$ cat src/irq_level_map.svh
/*
 * register offsets, field positions, reset values and widths of the
 * interrupt level masking and wakeup block.
 * assumes a 32-bit classic wishbone slave with word-aligned byte addresses.
 */
`ifndef IRQ_LEVEL_MAP_SVH
`define IRQ_LEVEL_MAP_SVH

// ==========================================================================
// sizes
`define IRQ_NUM_SRC        8
`define IRQ_SRC_W          3

// ==========================================================================
// register byte offsets
`define IRQ_OFF_SRCMASK    8'h00
`define IRQ_OFF_CPUMASK    8'h04
`define IRQ_OFF_LPCTRL     8'h08
`define IRQ_OFF_MODMASK    8'h0c
`define IRQ_OFF_BUFFLAG    8'h10
`define IRQ_OFF_ACK        8'h14
`define IRQ_OFF_STATUS     8'h18
`define IRQ_OFF_CFG0       8'h20

// ==========================================================================
// fields
`define IRQ_LPCTRL_LVL_LO  4
`define IRQ_LPCTRL_LVL_HI  6
`define IRQ_MODMASK_LO     9
`define IRQ_CFG_PRI_LO     0
`define IRQ_CFG_PRI_HI     2
`define IRQ_CFG_LVL_LO     3
`define IRQ_CFG_LVL_HI     5

// ==========================================================================
// reset values and constants
`define IRQ_SRCMASK_RST    8'hff
`define IRQ_CPUMASK_RST    3'h7
`define IRQ_MODMASK_RST    23'h000000
`define IRQ_CFG_RST        6'h00
`define IRQ_LVL_NMI        3'h7
`define IRQ_WAKE_MAX       3'h6
`define IRQ_VEC_SPURIOUS   8'hff

`endif

$ cat src/irq_level_pkg.sv
/*
 * types shared by the interrupt level block.
 * assumes irq_level_map.svh for all numeric constants.
 */
package irq_level_pkg;
    typedef logic [2:0] level_t;
    typedef enum logic [2:0] {
        ACK_IDLE = 3'b001,
        ACK_HOLD = 3'b010,
        ACK_DONE = 3'b100
    } ack_state_e;
endpackage : irq_level_pkg

$ cat src/irq_level_arbiter.sv
/*
 * combinational arbiter: picks the highest level, then highest priority,
 * among requesting sources.
 * assumes each source carries a unique level and priority pair.
 */
`timescale 1ns/1ps
`include "irq_level_map.svh"

module irq_level_arbiter
(
    // candidates
    input  wire logic [`IRQ_NUM_SRC-1:0]   reqVec,
    input  wire logic [`IRQ_NUM_SRC*6-1:0] cfgVec,
    // winner
    output logic                           anyReq,
    output logic [2:0]                     winLevel,
    output logic [`IRQ_SRC_W-1:0]          winSrc
);
    // ======================================================================
    // linear search; a later source wins only with a strictly larger key
    always_comb
    begin
        logic [5:0] bestKey;
        logic [5:0] key;
        bestKey  = 6'h00;
        key      = 6'h00;
        anyReq   = 1'b0;
        winSrc   = '0;
        for (int i = 0; i < `IRQ_NUM_SRC; i++)
        begin
            key = cfgVec[i*6 +: 6];  // level above priority gives ordering
            if (reqVec[i] && (!anyReq || key > bestKey))
            begin
                anyReq  = 1'b1;
                bestKey = key;
                winSrc  = i[`IRQ_SRC_W-1:0];
            end
        end
        winLevel = bestKey[`IRQ_CFG_LVL_HI:`IRQ_CFG_LVL_LO];
    end
endmodule : irq_level_arbiter

$ cat src/irq_level_ctrl.sv
/*
 * interrupt level masking, spurious acknowledge and wakeup logic.
 * assumes synchronous level requests from peripherals, a classic wishbone
 * master, and a core that pulses ackReq after seeing irqLevel nonzero.
 */
// The implementer's own choices: the address map and the Wishbone slave port.
// What this block does
// - requests below level 7 at or below the core's current mask level are blocked.
// - level 7 requests, the edge-sensitive one and sources set to level 7, always pass the core mask.
// - an acknowledge with no identifiable source returns the spurious vector.
// - wakeup level comes from low-power control bits 6:4, adjusted so level 7 wakes.
// - the applied wakeup mask is limited to 0 through 6.
// - a source config at reset value keeps that source disabled.
// - module mask bits 16:9 mask when zero and pass when one; bits 31:17 are stored only.
// - a buffer done flag clears only on write-one after a read of one.
`timescale 1ns/1ps
`include "irq_level_map.svh"

module irq_level_ctrl
(
    // clock and reset
    input  wire logic                    ref_clk,
    input  wire logic                    rstn,
    // wishbone slave
    input  wire logic                    wb_cyc_i,
    input  wire logic                    wb_stb_i,
    input  wire logic                    wb_we_i,
    input  wire logic [7:0]              wb_adr_i,
    input  wire logic [3:0]              wb_sel_i,
    input  wire logic [31:0]             wb_dat_i,
    output logic      [31:0]             wb_dat_o,
    output logic                         wb_ack_o,
    // peripheral requests and buffer events
    input  wire logic [`IRQ_NUM_SRC-1:0] srcReq,
    input  wire logic [7:0]              bufDoneSet,
    input  wire logic                    nmiEdgeIn,
    // core side
    input  wire logic                    ackReq,
    output logic      [2:0]              irqLevel,
    output logic      [7:0]              ackVector,
    output logic                         ackValid,
    output logic                         wakeReq
);
    // ======================================================================
    // registers
    logic [`IRQ_NUM_SRC-1:0]   srcMask_q;
    irq_level_pkg::level_t     cpuMask_q;
    logic [6:0]                lpCtrl_q;
    logic [22:0]               modMask_q;
    logic [7:0]                bufFlag_q;
    logic [7:0]                bufSeen_q;
    logic [`IRQ_NUM_SRC*6-1:0] cfg_q;
    logic                      nmiPrev_q;
    logic                      nmiPend_q;

    // the module mask bits 16:9 gate the sources in order from bit 9
    function automatic logic modPass(input logic [22:0] m, input int idx);
        modPass = m[idx];
    endfunction : modPass

    function automatic logic cfgEnabled(input logic [5:0] c);
        cfgEnabled = c[`IRQ_CFG_LVL_HI:`IRQ_CFG_LVL_LO] != 3'h0;
    endfunction : cfgEnabled

    // ======================================================================
    // bus decode
    logic wbReq;
    logic wbWr;
    logic wbRd;
    logic isCfg;
    logic [`IRQ_SRC_W-1:0] cfgIdx;
    assign wbReq  = wb_cyc_i && wb_stb_i && !wb_ack_o;
    assign wbWr   = wbReq && wb_we_i;
    assign wbRd   = wbReq && !wb_we_i;
    assign isCfg  = wb_adr_i[7:5] == 3'(`IRQ_OFF_CFG0 >> 5);
    assign cfgIdx = wb_adr_i[`IRQ_SRC_W+1:2];

    // ======================================================================
    // source qualification
    logic [`IRQ_NUM_SRC-1:0] gated;
    genvar g;
    generate
        for (g = 0; g < `IRQ_NUM_SRC; g++)
        begin : gSrc
            logic [2:0] lvl;
            assign lvl = cfg_q[g*6+`IRQ_CFG_LVL_LO +: 3];
            // zero level disables zero mask bits block
            assign gated[g] = srcReq[g] && cfgEnabled(cfg_q[g*6 +: 6]) && srcMask_q[g]
                           && modPass(modMask_q, g)
                           && ((lvl > cpuMask_q) || (lvl == `IRQ_LVL_NMI));
        end
    endgenerate

    logic       anyReq;
    logic [2:0] winLevel;
    logic [`IRQ_SRC_W-1:0] winSrc;

    irq_level_arbiter uArb
    (
        .reqVec   (gated),
        .cfgVec   (cfg_q),
        .anyReq   (anyReq),
        .winLevel (winLevel),
        .winSrc   (winSrc)
    );

    // ======================================================================
    // wakeup level, clamped so a level 7 request always gets through
    logic [2:0] wakeLvl;
    logic       nmiActive;
    assign wakeLvl   = (lpCtrl_q[`IRQ_LPCTRL_LVL_HI:`IRQ_LPCTRL_LVL_LO] > `IRQ_WAKE_MAX)
                     ? `IRQ_WAKE_MAX
                     : lpCtrl_q[`IRQ_LPCTRL_LVL_HI:`IRQ_LPCTRL_LVL_LO];
    assign nmiActive = nmiPend_q;

    // ======================================================================
    // software registers
    always_ff @(posedge ref_clk or negedge rstn)
    begin
        if (!rstn)
        begin
            srcMask_q <= `IRQ_SRCMASK_RST;
            cpuMask_q <= `IRQ_CPUMASK_RST;
            lpCtrl_q  <= 7'h00;
            modMask_q <= `IRQ_MODMASK_RST;
        end
        else if (wbWr)
        begin
            if (wb_adr_i == `IRQ_OFF_SRCMASK && wb_sel_i[0])
                srcMask_q <= wb_dat_i[7:0];
            if (wb_adr_i == `IRQ_OFF_CPUMASK && wb_sel_i[0])
                cpuMask_q <= wb_dat_i[2:0];
            if (wb_adr_i == `IRQ_OFF_LPCTRL && wb_sel_i[0])
                lpCtrl_q  <= wb_dat_i[6:0];
            if (wb_adr_i == `IRQ_OFF_MODMASK)
            begin
                if (wb_sel_i[1])
                    modMask_q[6:0]   <= wb_dat_i[15:9];
                if (wb_sel_i[2])
                    modMask_q[14:7]  <= wb_dat_i[23:16];
                if (wb_sel_i[3])
                    modMask_q[22:15] <= wb_dat_i[31:24];
            end
        end
    end

    // per-source level and priority, reset value means disabled
    always_ff @(posedge ref_clk or negedge rstn)
    begin
        if (!rstn)
            cfg_q <= '0;
        else if (wbWr && isCfg && wb_sel_i[0])
            cfg_q[cfgIdx*6 +: 6] <= wb_dat_i[5:0];
    end

    // ======================================================================
    // buffer done flags: set beats clear, clear needs a prior read of one
    always_ff @(posedge ref_clk or negedge rstn)
    begin
        if (!rstn)
        begin
            bufFlag_q <= 8'h00;
            bufSeen_q <= 8'h00;
        end
        else
        begin
            if (wbRd && wb_adr_i == `IRQ_OFF_BUFFLAG)
                bufSeen_q <= bufSeen_q | bufFlag_q;
            for (int i = 0; i < 8; i++)
            begin
                if (bufDoneSet[i])
                    bufFlag_q[i] <= 1'b1;
                else if (wbWr && wb_adr_i == `IRQ_OFF_BUFFLAG && wb_sel_i[0]
                         && wb_dat_i[i] && bufSeen_q[i])
                begin
                    bufFlag_q[i] <= 1'b0;
                    bufSeen_q[i] <= 1'b0;
                end
            end
        end
    end

    // ======================================================================
    // level 7 edge capture, cleared by a core acknowledge at level 7 while no qualified source is requesting (anyReq low)
    always_ff @(posedge ref_clk or negedge rstn)
    begin
        if (!rstn)
        begin
            nmiPrev_q <= 1'b0;
            nmiPend_q <= 1'b0;
        end
        else
        begin
            nmiPrev_q <= nmiEdgeIn;
            if (nmiEdgeIn && !nmiPrev_q)
                nmiPend_q <= 1'b1;
            else if (ackReq && irqLevel == `IRQ_LVL_NMI && !anyReq)
                nmiPend_q <= 1'b0;
        end
    end

    // ======================================================================
    // core outputs: level presented, acknowledge answered from live state
    always_ff @(posedge ref_clk or negedge rstn)
    begin
        if (!rstn)
        begin
            irqLevel  <= 3'h0;
            ackVector <= 8'h00;
            ackValid  <= 1'b0;
            wakeReq   <= 1'b0;
        end
        else
        begin
            irqLevel <= nmiActive ? `IRQ_LVL_NMI : (anyReq ? winLevel : 3'h0);
            wakeReq  <= nmiActive || (anyReq && winLevel > wakeLvl);
            ackValid <= ackReq;
            if (ackReq)
            begin
                // masking after signalling leaves nothing to name
                if (anyReq && winLevel == irqLevel)
                    ackVector <= {5'h00, winSrc};
                else
                    ackVector <= `IRQ_VEC_SPURIOUS;
            end
        end
    end

    // ======================================================================
    // wishbone answer, one wait state, unmapped reads give zero
    always_ff @(posedge ref_clk or negedge rstn)
    begin
        if (!rstn)
        begin
            wb_ack_o <= 1'b0;
            wb_dat_o <= 32'h00000000;
        end
        else
        begin
            wb_ack_o <= wbReq;
            wb_dat_o <= 32'h00000000;
            if (wbRd)
            begin
                if (isCfg)
                    wb_dat_o <= {26'h0, cfg_q[cfgIdx*6 +: 6]};
                else
                    case (wb_adr_i)
                        `IRQ_OFF_SRCMASK: wb_dat_o <= {24'h0, srcMask_q};
                        `IRQ_OFF_CPUMASK: wb_dat_o <= {29'h0, cpuMask_q};
                        `IRQ_OFF_LPCTRL:  wb_dat_o <= {25'h0, lpCtrl_q};
                        `IRQ_OFF_MODMASK: wb_dat_o <= {modMask_q, 9'h000};
                        `IRQ_OFF_BUFFLAG: wb_dat_o <= {24'h0, bufFlag_q};
                        `IRQ_OFF_STATUS:  wb_dat_o <= {20'h0, wakeLvl, 1'b0, irqLevel,
                                                       1'b0, nmiPend_q, winSrc};
                        default:          wb_dat_o <= 32'h00000000;
                    endcase
            end
        end
    end
endmodule : irq_level_ctrl

$ cat config.mk
export PLATFORM = sky130hd
export DESIGN_NAME = irq_level_ctrl
export DESIGN_NICKNAME = d
export VERILOG_FILES = /design/src/irq_level_pkg.sv /design/src/irq_level_arbiter.sv /design/src/irq_level_ctrl.sv
export VERILOG_INCLUDE_DIRS = /design/src /design/src/src
export SDC_FILE = /design/constraint.sdc
export NUM_CORES = 1
export LEC_CHECK = 0
export BUFFER_PORTS_ARGS = -buffer_cell sky130_fd_sc_hd__buf_2
export CAP_MARGIN = 20
export CORE_ASPECT_RATIO = 1.25
export CORE_MARGIN = 5
export CORE_UTILIZATION = 40
export CTS_CLUSTER_SIZE = 40
export DETAILED_ROUTE_END_ITERATION = 12
export PLACE_DENSITY_LB_ADDON = 0.05
export SYNTH_ARGS = -nofsm -noshare
export SYNTH_HDL_FRONTEND = slang
export SYNTH_HIERARCHICAL = 1
export SYNTH_SLANG_ARGS = --single-unit
$ cat constraint.sdc
create_clock -name ref_clk -period 13.8 [get_ports ref_clk]
set_clock_uncertainty 0.05 [all_clocks]
set_input_delay 1.38 -clock ref_clk [delete_from_list [all_inputs] [get_ports ref_clk]]
set_output_delay 1.38 -clock ref_clk [all_outputs]
set_load 0.03 [all_outputs]
==> results of run 1 <==
-- area by class of cell --
type	instances	area, um^2
clock inverter	12	180
multi-input combinational	763	6300
sequential	148	3720
timing repair buffer	179	1100
tap	340	425
fill	2484	13500
antenna	1	2.50
inverter	69	259
clock buffer	20	437
-- placed cells by master (no fill, tap or decap), drive strengths merged, types with 20 or more instances in the layout --
cell type / count
buf: 179
clkbuf: 20
mux2: 93
o21ai: 59
a21oi: 38
nand2: 53
and2: 51
inv: 71
ha: 77
dfrtp: 137
nor2: 39
nand3: 41
-- power by group --
part	switching (uW)	internal, uW
Clock	191	304
Combinational	108	57.0
Sequential	17.0	445
Total	316	806
-- layer usage --
metal,up-vias,part of all wire,track usage
met3,63,0.059,0.0484
met2,259,0.49,0.394
met1,4230,0.42,0.292
li1,4150,-,-
met5,-,0.00038,0
met4,2,0.033,0.0724
-- sequential cells by signal (all words and copies together) (netlist names) --
register and cells:
modMask_q 23, lpCtrl_q 7, cpuMask_q 3, cfg_q 48, nmiPrev_q 1, irqLevel 3
wakeReq 1, ackVector 4, srcMask_q 8, ackValid 1, bufSeen_q 8, wb_dat_o 31
wb_ack_o 1, bufFlag_q 8, nmiActive 1
-- cells by family (layout without fill, tap and decap cells) --
family | after synthesis | in the layout | synth area share
and+or+nand+nor | 285 | 285 | 0.154
AOI/OAI and AO/OA | 268 | 268 | 0.190
DFF | 148 | 148 | 0.356
muxes | 119 | 119 | 0.146
buffers and inverters | 114 | 280 | 0.0471
adders and majority gates | 78 | 78 | 0.0942
xor gates and xnor gates | 12 | 12 | 0.0126
other | 1 | 2 | 0.000359
-- metrics by stage --
step           instances  cell area [um^2]  utilization
2_1_floorplan       1025             10400            -
3_3_place_gp        1494             11700        0.450
3_5_place_dp        1494             11700        0.450
4_1_cts             1526             12300        0.474
5_1_grt             1531             12400        0.479
6_report            1532             12400        0.479
-- cell usage after synthesis (18+ instances only) --
cell / number / area, um^2
a21oi_1: 38 / 190
and2_1: 50 / 313
clkbuf_1: 20 / 75.1
dfrtp_1: 137 / 3430
ha_1: 77 / 963
inv_1: 69 / 259
mux2_2: 73 / 822
mux2_4: 18 / 270
nand2_1: 50 / 188
nand3_1: 41 / 205
nor2_1: 39 / 146
o21ai_0: 54 / 270
-- worst max-delay path by stage --
stage | slack (ps) | endpoint
detailed placement | 60 | wakeReq
global route | 20 | wakeReq
floorplan | 860 | wakeReq
finish | 880 | wb_dat_o[1]
CTS | 230 | wakeReq
global placement | 20 | wb_dat_o[1]
-- what timing repair did --
item                       CTS  global route
resized for setup            0            21
setup buffers                0             4
hold endpoints to repair     0             0
setup endpoints to repair    0            11
==> flow_summary.ini, run 1 <==
[critical_path]
cp_common_cell = ha_1
r2r_setup_slack_ps = 880
required_ps = 14030
cp_top_family = compound AO/OA/AOI/OAI gates
path_class = reg2reg
r2r-end = wb_dat_o[1]
r2r-start = cpuMask_q[1]
startpoint = cpuMask_q[1]
end_kind = flop
r2r_cells = 61
cp.depth = 61
slowest_stage = dfstp_2
max_stage_delay_ps = 530
worstPathArrival_ps = 13160
start_kind = flop
path_max_fanout = 8
crit_buf_inv = 9

[cells_and_area]
fin_nets = 1323
synthToLayoutAreaGrowth_pct = 18.9
drive_gt1_frac = 0.309

[global_route]
grt_util_all_layers = 0.231
grt_overflow = 0
grt_pass1_vias = 8807
antenna_found_initial = 1
grt_pass1_wl_mm = 52.2
grt_max_degree = 78

[pwr]
ir_drop_mv = 0.117
p_leak_uw = 0.00566
power_density_nw_per_um2 = 90.3
total_power_uw = 1120

[floorplan]
core_area_um2 = 25900
dieArea_um2 = 29500
die_h_um = 191
start_util = 0.403
rows = 66
die_x_um = 155
ios = 113

[hold_path]
hold_start = nmiPrev_q
holdPathStages = 1
holdPathEnd = nmiActive
min_path_type = reg2reg

[sta]
fmax_mhz = 77.4
fin_crit_sh = 0.936
rsz0062_at_grt = no
fin_tns_setup_ps = 0
fin_ws_ps = 878
hold_slack_ps = 379
maxSlewHeadroom = 0.352
finalHoldViolCount = 0
tightest_slew_ps = 965
finalSetupViolCount = 0
period_minus_slack_ps = 12920
drv_slew = 0

[clock_network]
htree_num_levels = 4
cts_made_buffers = 17
cts.clk_slew.worst_paths_ps = 60
cts_num_sinks = 148
cts_tree = yes
clk_latency_ps = 430
clock_path_buffers = 2
cts_hold_buf = 0
cts_root_buf = clkbuf_16

[yosys]
synth_cell_types = 92
synthArstFlopShare = 1.00
ys.flop_type = dfrtp_1
syn_area_per_cell_um2 = 10.2
syn_inst = 1025
synth_edf_count = 0
syn-num-nets = 1170
synth-warning-count = 6
syn_area_um2 = 10400
ys_seq_area_frac = 0.356
synth-seq-cells = 148

[detailed_routing]
firstDrtPassIters = 6
first_iter_violations = 716
via_per_inst = 5.68
wire_per_inst_um = 22.1
ant_nets = 0
vias = 8704
drt-total-wl_mm = 33.8
drc_errors = 0

[placed_design]
io_buffers = 110
dp_hpwl_mm = 26.4
preCtsSetupSlack_ps = 58.6
gp_congestion = 0.911

[flow_run]
max_cap_viol_count = 0

[run_status]
outcome = finished, final reports clean
Power figures use the tool's default switching activity.
==> run 2: changes to the inputs <==
ABC_AREA = 1   (was unset)
==> run 2 against run 1 <==
Net effect:
- design area fell by 8.0%
- maximum frequency is 8.4% higher
- register-to-register slack gained 1000 ps
- sequential cell count stayed put
- first-iteration DRC count increased by 2.7%
- combinational power is 4% lower
- die area shrank 4.4%
- largest power group unchanged
- via count grew 6.3%
- utilization is 1.3 points lower
- critical path depth grew 24
==> flow_summary.ini, run 2 <==
[global_route]
busiest_layer = met2
met2_usage = 0.400
grt_max_degree = 84
grt_overflow = 0
grt_pass1_wl_mm = 52.2
antenna_found_initial = 2
grt_pass1_vias = 9343
grt_util_all_layers = 0.240
grt_use_met3 = 0.0483
met1_usage = 0.306

[hold_path]
hold_start = nmiPrev_q
min_path_type = reg2reg

[sta]
fin_crit_sh = 0.864
tightest_slew_ps = 880
hold_slack_ps = 379
finalHoldViolCount = 0
fin_tns_setup_ps = 0
drv_slew = 0
period_minus_slack_ps = 11920
finalSetupViolCount = 0
maxSlewHeadroom = 0.411
rsz0062_at_grt = no
fmax_mhz = 83.9

[detailed_routing]
first_iter_violations = 735
via_per_inst = 5.26
drc_errors = 0
ant_nets = 0
wire_per_inst_um = 18.5
firstDrtPassIters = 5
vias = 9249
drt-total-wl_mm = 32.5

[cells_and_area]
regArea_um2 = 3720
fin_nets = 1561
drive_gt1_frac = 0.175
layout_common_cells = 348 x nand2_1, 137 x dfrtp_1, 135 x inv_1
reg_top3 = cfg_q x48, wb_dat_o x31, modMask_q x23
antenna_cells = 0
design_area_um2 = 11400
synthToLayoutAreaGrowth_pct = 14.7
largest_register = cfg_q
nFillCells = 2514
largest_reg_flops = 48
utilization = 0.466
layout_commonest_cell = nand2_1
multiInputGateArea_um2 = 5460

[yosys]
ys_seq_area_frac = 0.373
syn_area_um2 = 9960
synth.area.top_cells = dfrtp_1 34%, nand2_1 13%, ha_1 9.7%, nand3_1 5.1%, inv_1 5.1%
synth_common_cells = 348 x nand2_1, 137 x dfrtp_1, 135 x inv_1
synth_top_area_cell = dfrtp_1
synth_most_common_cell = nand2_1
synth-warning-count = 6
ys.flop_type = dfrtp_1
synth_edf_count = 0
synthArstFlopShare = 1.00
syn_inst = 1316
syn_area_per_cell_um2 = 7.57
syn-num-nets = 1461
synth_cell_types = 56
synth-seq-cells = 148
synth_top_area_share = 0.344

[clock_network]
cts.clk_slew.worst_paths_ps = 60
post_cts_resized = 0
cts_hold_buf = 0
cts_root_buf = clkbuf_16
cts_made_buffers = 17
post_cts_buffers = 0
clock_path_buffers = 2
cts_tree = yes
htree_num_levels = 4
clk_latency_ps = 430
cts_num_sinks = 148

[critical_path]
start_kind = flop
startpoint = cpuMask_q[2]
max_stage_delay_ps = 530
required_ps = 14070
crit_buf_inv = 9
r2r-start = cpuMask_q[2]
cp_top_family = simple AND/OR/NAND/NOR gates
slowest_stage = dfstp_2
path_max_fanout = 13
path_class = reg2reg
cp_common_cell = nand2_1
end_kind = flop
worstPathArrival_ps = 12180

[pwr]
combinationalPowerShare = 0.139
ir_drop_mv = 0.0868
p_leak_uw = 0.00562
seqPwrFrac = 0.408
power_density_nw_per_um2 = 99.4
total_power_uw = 1130
switching_share = 0.290
p_int_uw = 806
power_switching_uw = 329
clkPwrFrac = 0.452

[floorplan]
core_area_um2 = 24500
ios = 113
rows = 64
start_util = 0.406
dieArea_um2 = 28200
die_h_um = 186
die_x_um = 151

[run_status]
outcome = finished, final reports clean

[flow_run]
max_cap_viol_count = 0

[placed_design]
gp_congestion = 0.874
io_buffers = 110
placed_area_um2 = 10800
dp_hpwl_mm = 25.1
-- run 2: cell count changes in the layout (fill, tap and decap cells not counted), moves of 18 or more --
cell,previous run,this run
mux2_4,18,0
o21ai_0,51,80
nand3_1,41,102
nand2_1,50,348
nor2_1,36,92
buf_4,67,6
inv_1,69,135
a21oi_1,37,76
o21ai_1,7,26
and2_1,48,11
mux2_2,73,24
-- run 2: power by group through the flow --
stage,sequential [uW],combinational (uW),clock (uW)
finish,463,158,513
detailed placement,471,156,0
CTS,463,157,523
floorplan,477,87.7,0
global route,465,176,544
global placement,471,156,0
-- run 2: per-layer routing --
layer | routed length, um | vias up
met1 | 13900 | 4350
met5 | 21 | -
met4 | 1110 | 4
met3 | 1610 | 63
li1 | - | 4564
met2 | 15900 | 268
-- run 2: area by class of cell --
type / instances / area share
Clock buffer: 19 / 0.0397
Clock inverter: 13 / 0.0169
Inverter: 154 / 0.0508
Multi-Input combinational cell: 979 / 0.478
Sequential cell: 148 / 0.326
Tap cell: 330 / 0.0362
Timing Repair Buffer: 116 / 0.0527
-- run 2: through the flow --
step | setup slack (ps) | instances
after CTS | 1810 | 1759
after detailed placement | 1670 | 1727
after global routing | 382 | 1759
after global placement | 1740 | 1727
final | 1880 | 1759
after floorplan | 3480 | 1316
-- run 2: path summary, 6_finish.rpt --
path | endpoint | slack [ps] | cells after the start
worst max register to register | ackVector[1] | 1880 | 85
worst min register to register | nmiActive | 380 | 1
worst max-delay path | ackVector[1] | 1880 | 85
min in group asynchronous | bufSeen_q[3] | 940 | 1
worst min-delay path | nmiActive | 380 | 1
max in group asynchronous | cfg_q[47] | 11360 | 2
-- run 2: kinds of logic (layout without fill, tap and decap cells) --
| logic type | after synthesis | in the layout | share of synthesized area |
|---|---|---|---|
| buffers and inverters | 189 | 302 | 0.0783 |
| flip-flops | 148 | 148 | 0.373 |
| adder cells (fa/ha/maj) | 78 | 78 | 0.0988 |
| multiplexers | 24 | 24 | 0.0271 |
| XOR/XNOR | 3 | 3 | 0.00264 |
| AO/OA/AOI/OAI | 240 | 240 | 0.136 |
| AND/OR/NAND/NOR | 633 | 633 | 0.283 |
| other | 1 | 1 | 0.000377 |
-- run 2: worst register-to-register path, delay by kind of cell, from the launching register on --
family                   cells  cell delay [ps]
adder cells (fa/ha/maj)      8             2440
AND/OR/NAND/NOR             47             5130
XOR/XNOR                     1              190
buffers and inverters        9             1110
AO/OA/AOI/OAI               20             2370
flip-flops                   1              530
==> run 3: changes to the inputs <==
CORE_UTILIZATION = 35   (was 40)
==> run 3 against run 2 <==
Net effect:
- combinational power is essentially flat
- sequential power is essentially flat
- power shrank 1.9%
- register-to-register slack gained 30 ps
- global-route usage shrank 2.1 points
- non-clock buffer count is the same
- critical path depth is the same
- first-iteration DRC count shrank 20%
- highest routed layer is now met4
==> flow_summary.ini, run 3 (synthesized netlist as in run 2, its figures left out) <==
[floorplan]
ios = 113
die_x_um = 161
die_h_um = 199
rows = 69
core_area_um2 = 28200
start_util = 0.353
dieArea_um2 = 31900

[detailed_routing]
first_iter_violations = 591
via_per_inst = 5.10
vias = 9107
drt-total-wl_mm = 34.4
firstDrtPassIters = 5
drc_errors = 0
ant_nets = 0
wire_per_inst_um = 19.3

[critical_path]
slowest_stage = dfstp_2
worstPathArrival_ps = 12160
start_kind = flop
path_class = reg2reg
r2r_cells = 85
end_kind = flop
cp_common_cell = nand2_1
max_stage_delay_ps = 530
path_max_fanout = 13
r2r_setup_slack_ps = 1910
required_ps = 14070

[sta]
fin_crit_sh = 0.861
fin_tns_setup_ps = 0
drv_slew = 0
tightest_slew_ps = 913
finalSetupViolCount = 0
period_minus_slack_ps = 11890
maxSlewHeadroom = 0.389
fmax_mhz = 84.1
rsz0062_at_grt = no
finalHoldViolCount = 0
fin_ws_ps = 1910

[run_status]
outcome = finished, final reports clean

[cells_and_area]
nFillCells = 2964
largest_reg_flops = 48
fin_nets = 1561
largest_register = cfg_q
drive_gt1_frac = 0.175
instances_no_fill = 1784
multiInputGateArea_um2 = 5460
antenna_cells = 0
layout_common_cells = 348 x nand2_1, 137 x dfrtp_1, 135 x inv_1
reg_top3 = cfg_q x48, wb_dat_o x31, modMask_q x23
layout_commonest_cell = nand2_1
synthToLayoutAreaGrowth_pct = 14.6
utilization = 0.404
regArea_um2 = 3720

[clock_network]
clk_latency_ps = 430
cts_num_sinks = 148
cts_tree = yes
clock_path_buffers = 2
post_cts_resized = 0
cts_made_buffers = 17
htree_num_levels = 4
cts_hold_buf = 0
cts.clk_slew.worst_paths_ps = 70
post_cts_buffers = 0
cts_root_buf = clkbuf_16

[pwr]
power_density_nw_per_um2 = 97.6
ir_drop_mv = 0.0864
p_leak_uw = 0.00560

[placed_design]
preCtsSetupSlack_ps = 1670
dp_cells = 1752
dp_hpwl_mm = 26.8
gp_congestion = 0.915
io_buffers = 110

[global_route]
grt_max_degree = 97
grt_pass1_wl_mm = 53.6
grt_util_all_layers = 0.219
antenna_found_initial = 1
grt_pass1_vias = 9169
grt_overflow = 0

[flow_run]
max_cap_viol_count = 0

[hold_path]
min_path_type = reg2reg
holdPathStages = 1
## run 3: cell types whose count changed in the layout (fill, tap and decap cells not counted), sizes merged
cell,before,now
inv,154,157
bufinv,4,2
clkbuf,19,18
## run 3: area by class of cell
class,instances,area share
Timing Repair Buffer,116,0.0528
Multi-Input combinational cell,979,0.479
Inverter,154,0.0509
Clock buffer,18,0.0385
Clock inverter,14,0.0144
Sequential cell,148,0.326
Tap cell,355,0.0389
## run 3: final timing paths
path                              startpoint           end
worst min-delay path               nmiPrev_q     nmiActive
worst max register to register  cpuMask_q[2]  ackVector[2]
max in group asynchronous               rstn      cfg_q[0]
worst max-delay path            cpuMask_q[2]  ackVector[2]
min in group asynchronous               rstn  bufSeen_q[7]
worst min register to register     nmiPrev_q     nmiActive
## run 3: power breakdown
group	switching (uW)	internal [uW]	total, uW
Combinational	116	43.5	160
Sequential	16.8	447	464
Clock	213	277	490
## run 3: metal layers
metal / wire [um] / up-vias / GRT usage
li1: - / 4570 / -
met1: 14800 / 4317 / 0.267
met2: 17600 / 187 / 0.398
met3: 1390 / 33 / 0.0404
met4: 603 / 0 / 0.0578
met5: 0 / - / 0
## run 3: critical path: cells and delay by family (launching register included)
| family | cells | cell delay (ps) |
|---|---|---|
| compound gates | 21 | 2480 |
| flops | 1 | 530 |
| xor+xnor | 1 | 180 |
| simple gates | 46 | 5000 |
| buf+inv | 9 | 1090 |
| fa+ha+maj | 8 | 2420 |
## run 3: through the flow
step	power, uW	hold WS (ps)	area, um^2
after CTS	1130	393	11400
after global placement	633	368	10800
after detailed placement	633	381	10800
after floorplan	565	360	9960
final	1110	385	11400
after global routing	1160	410	11400
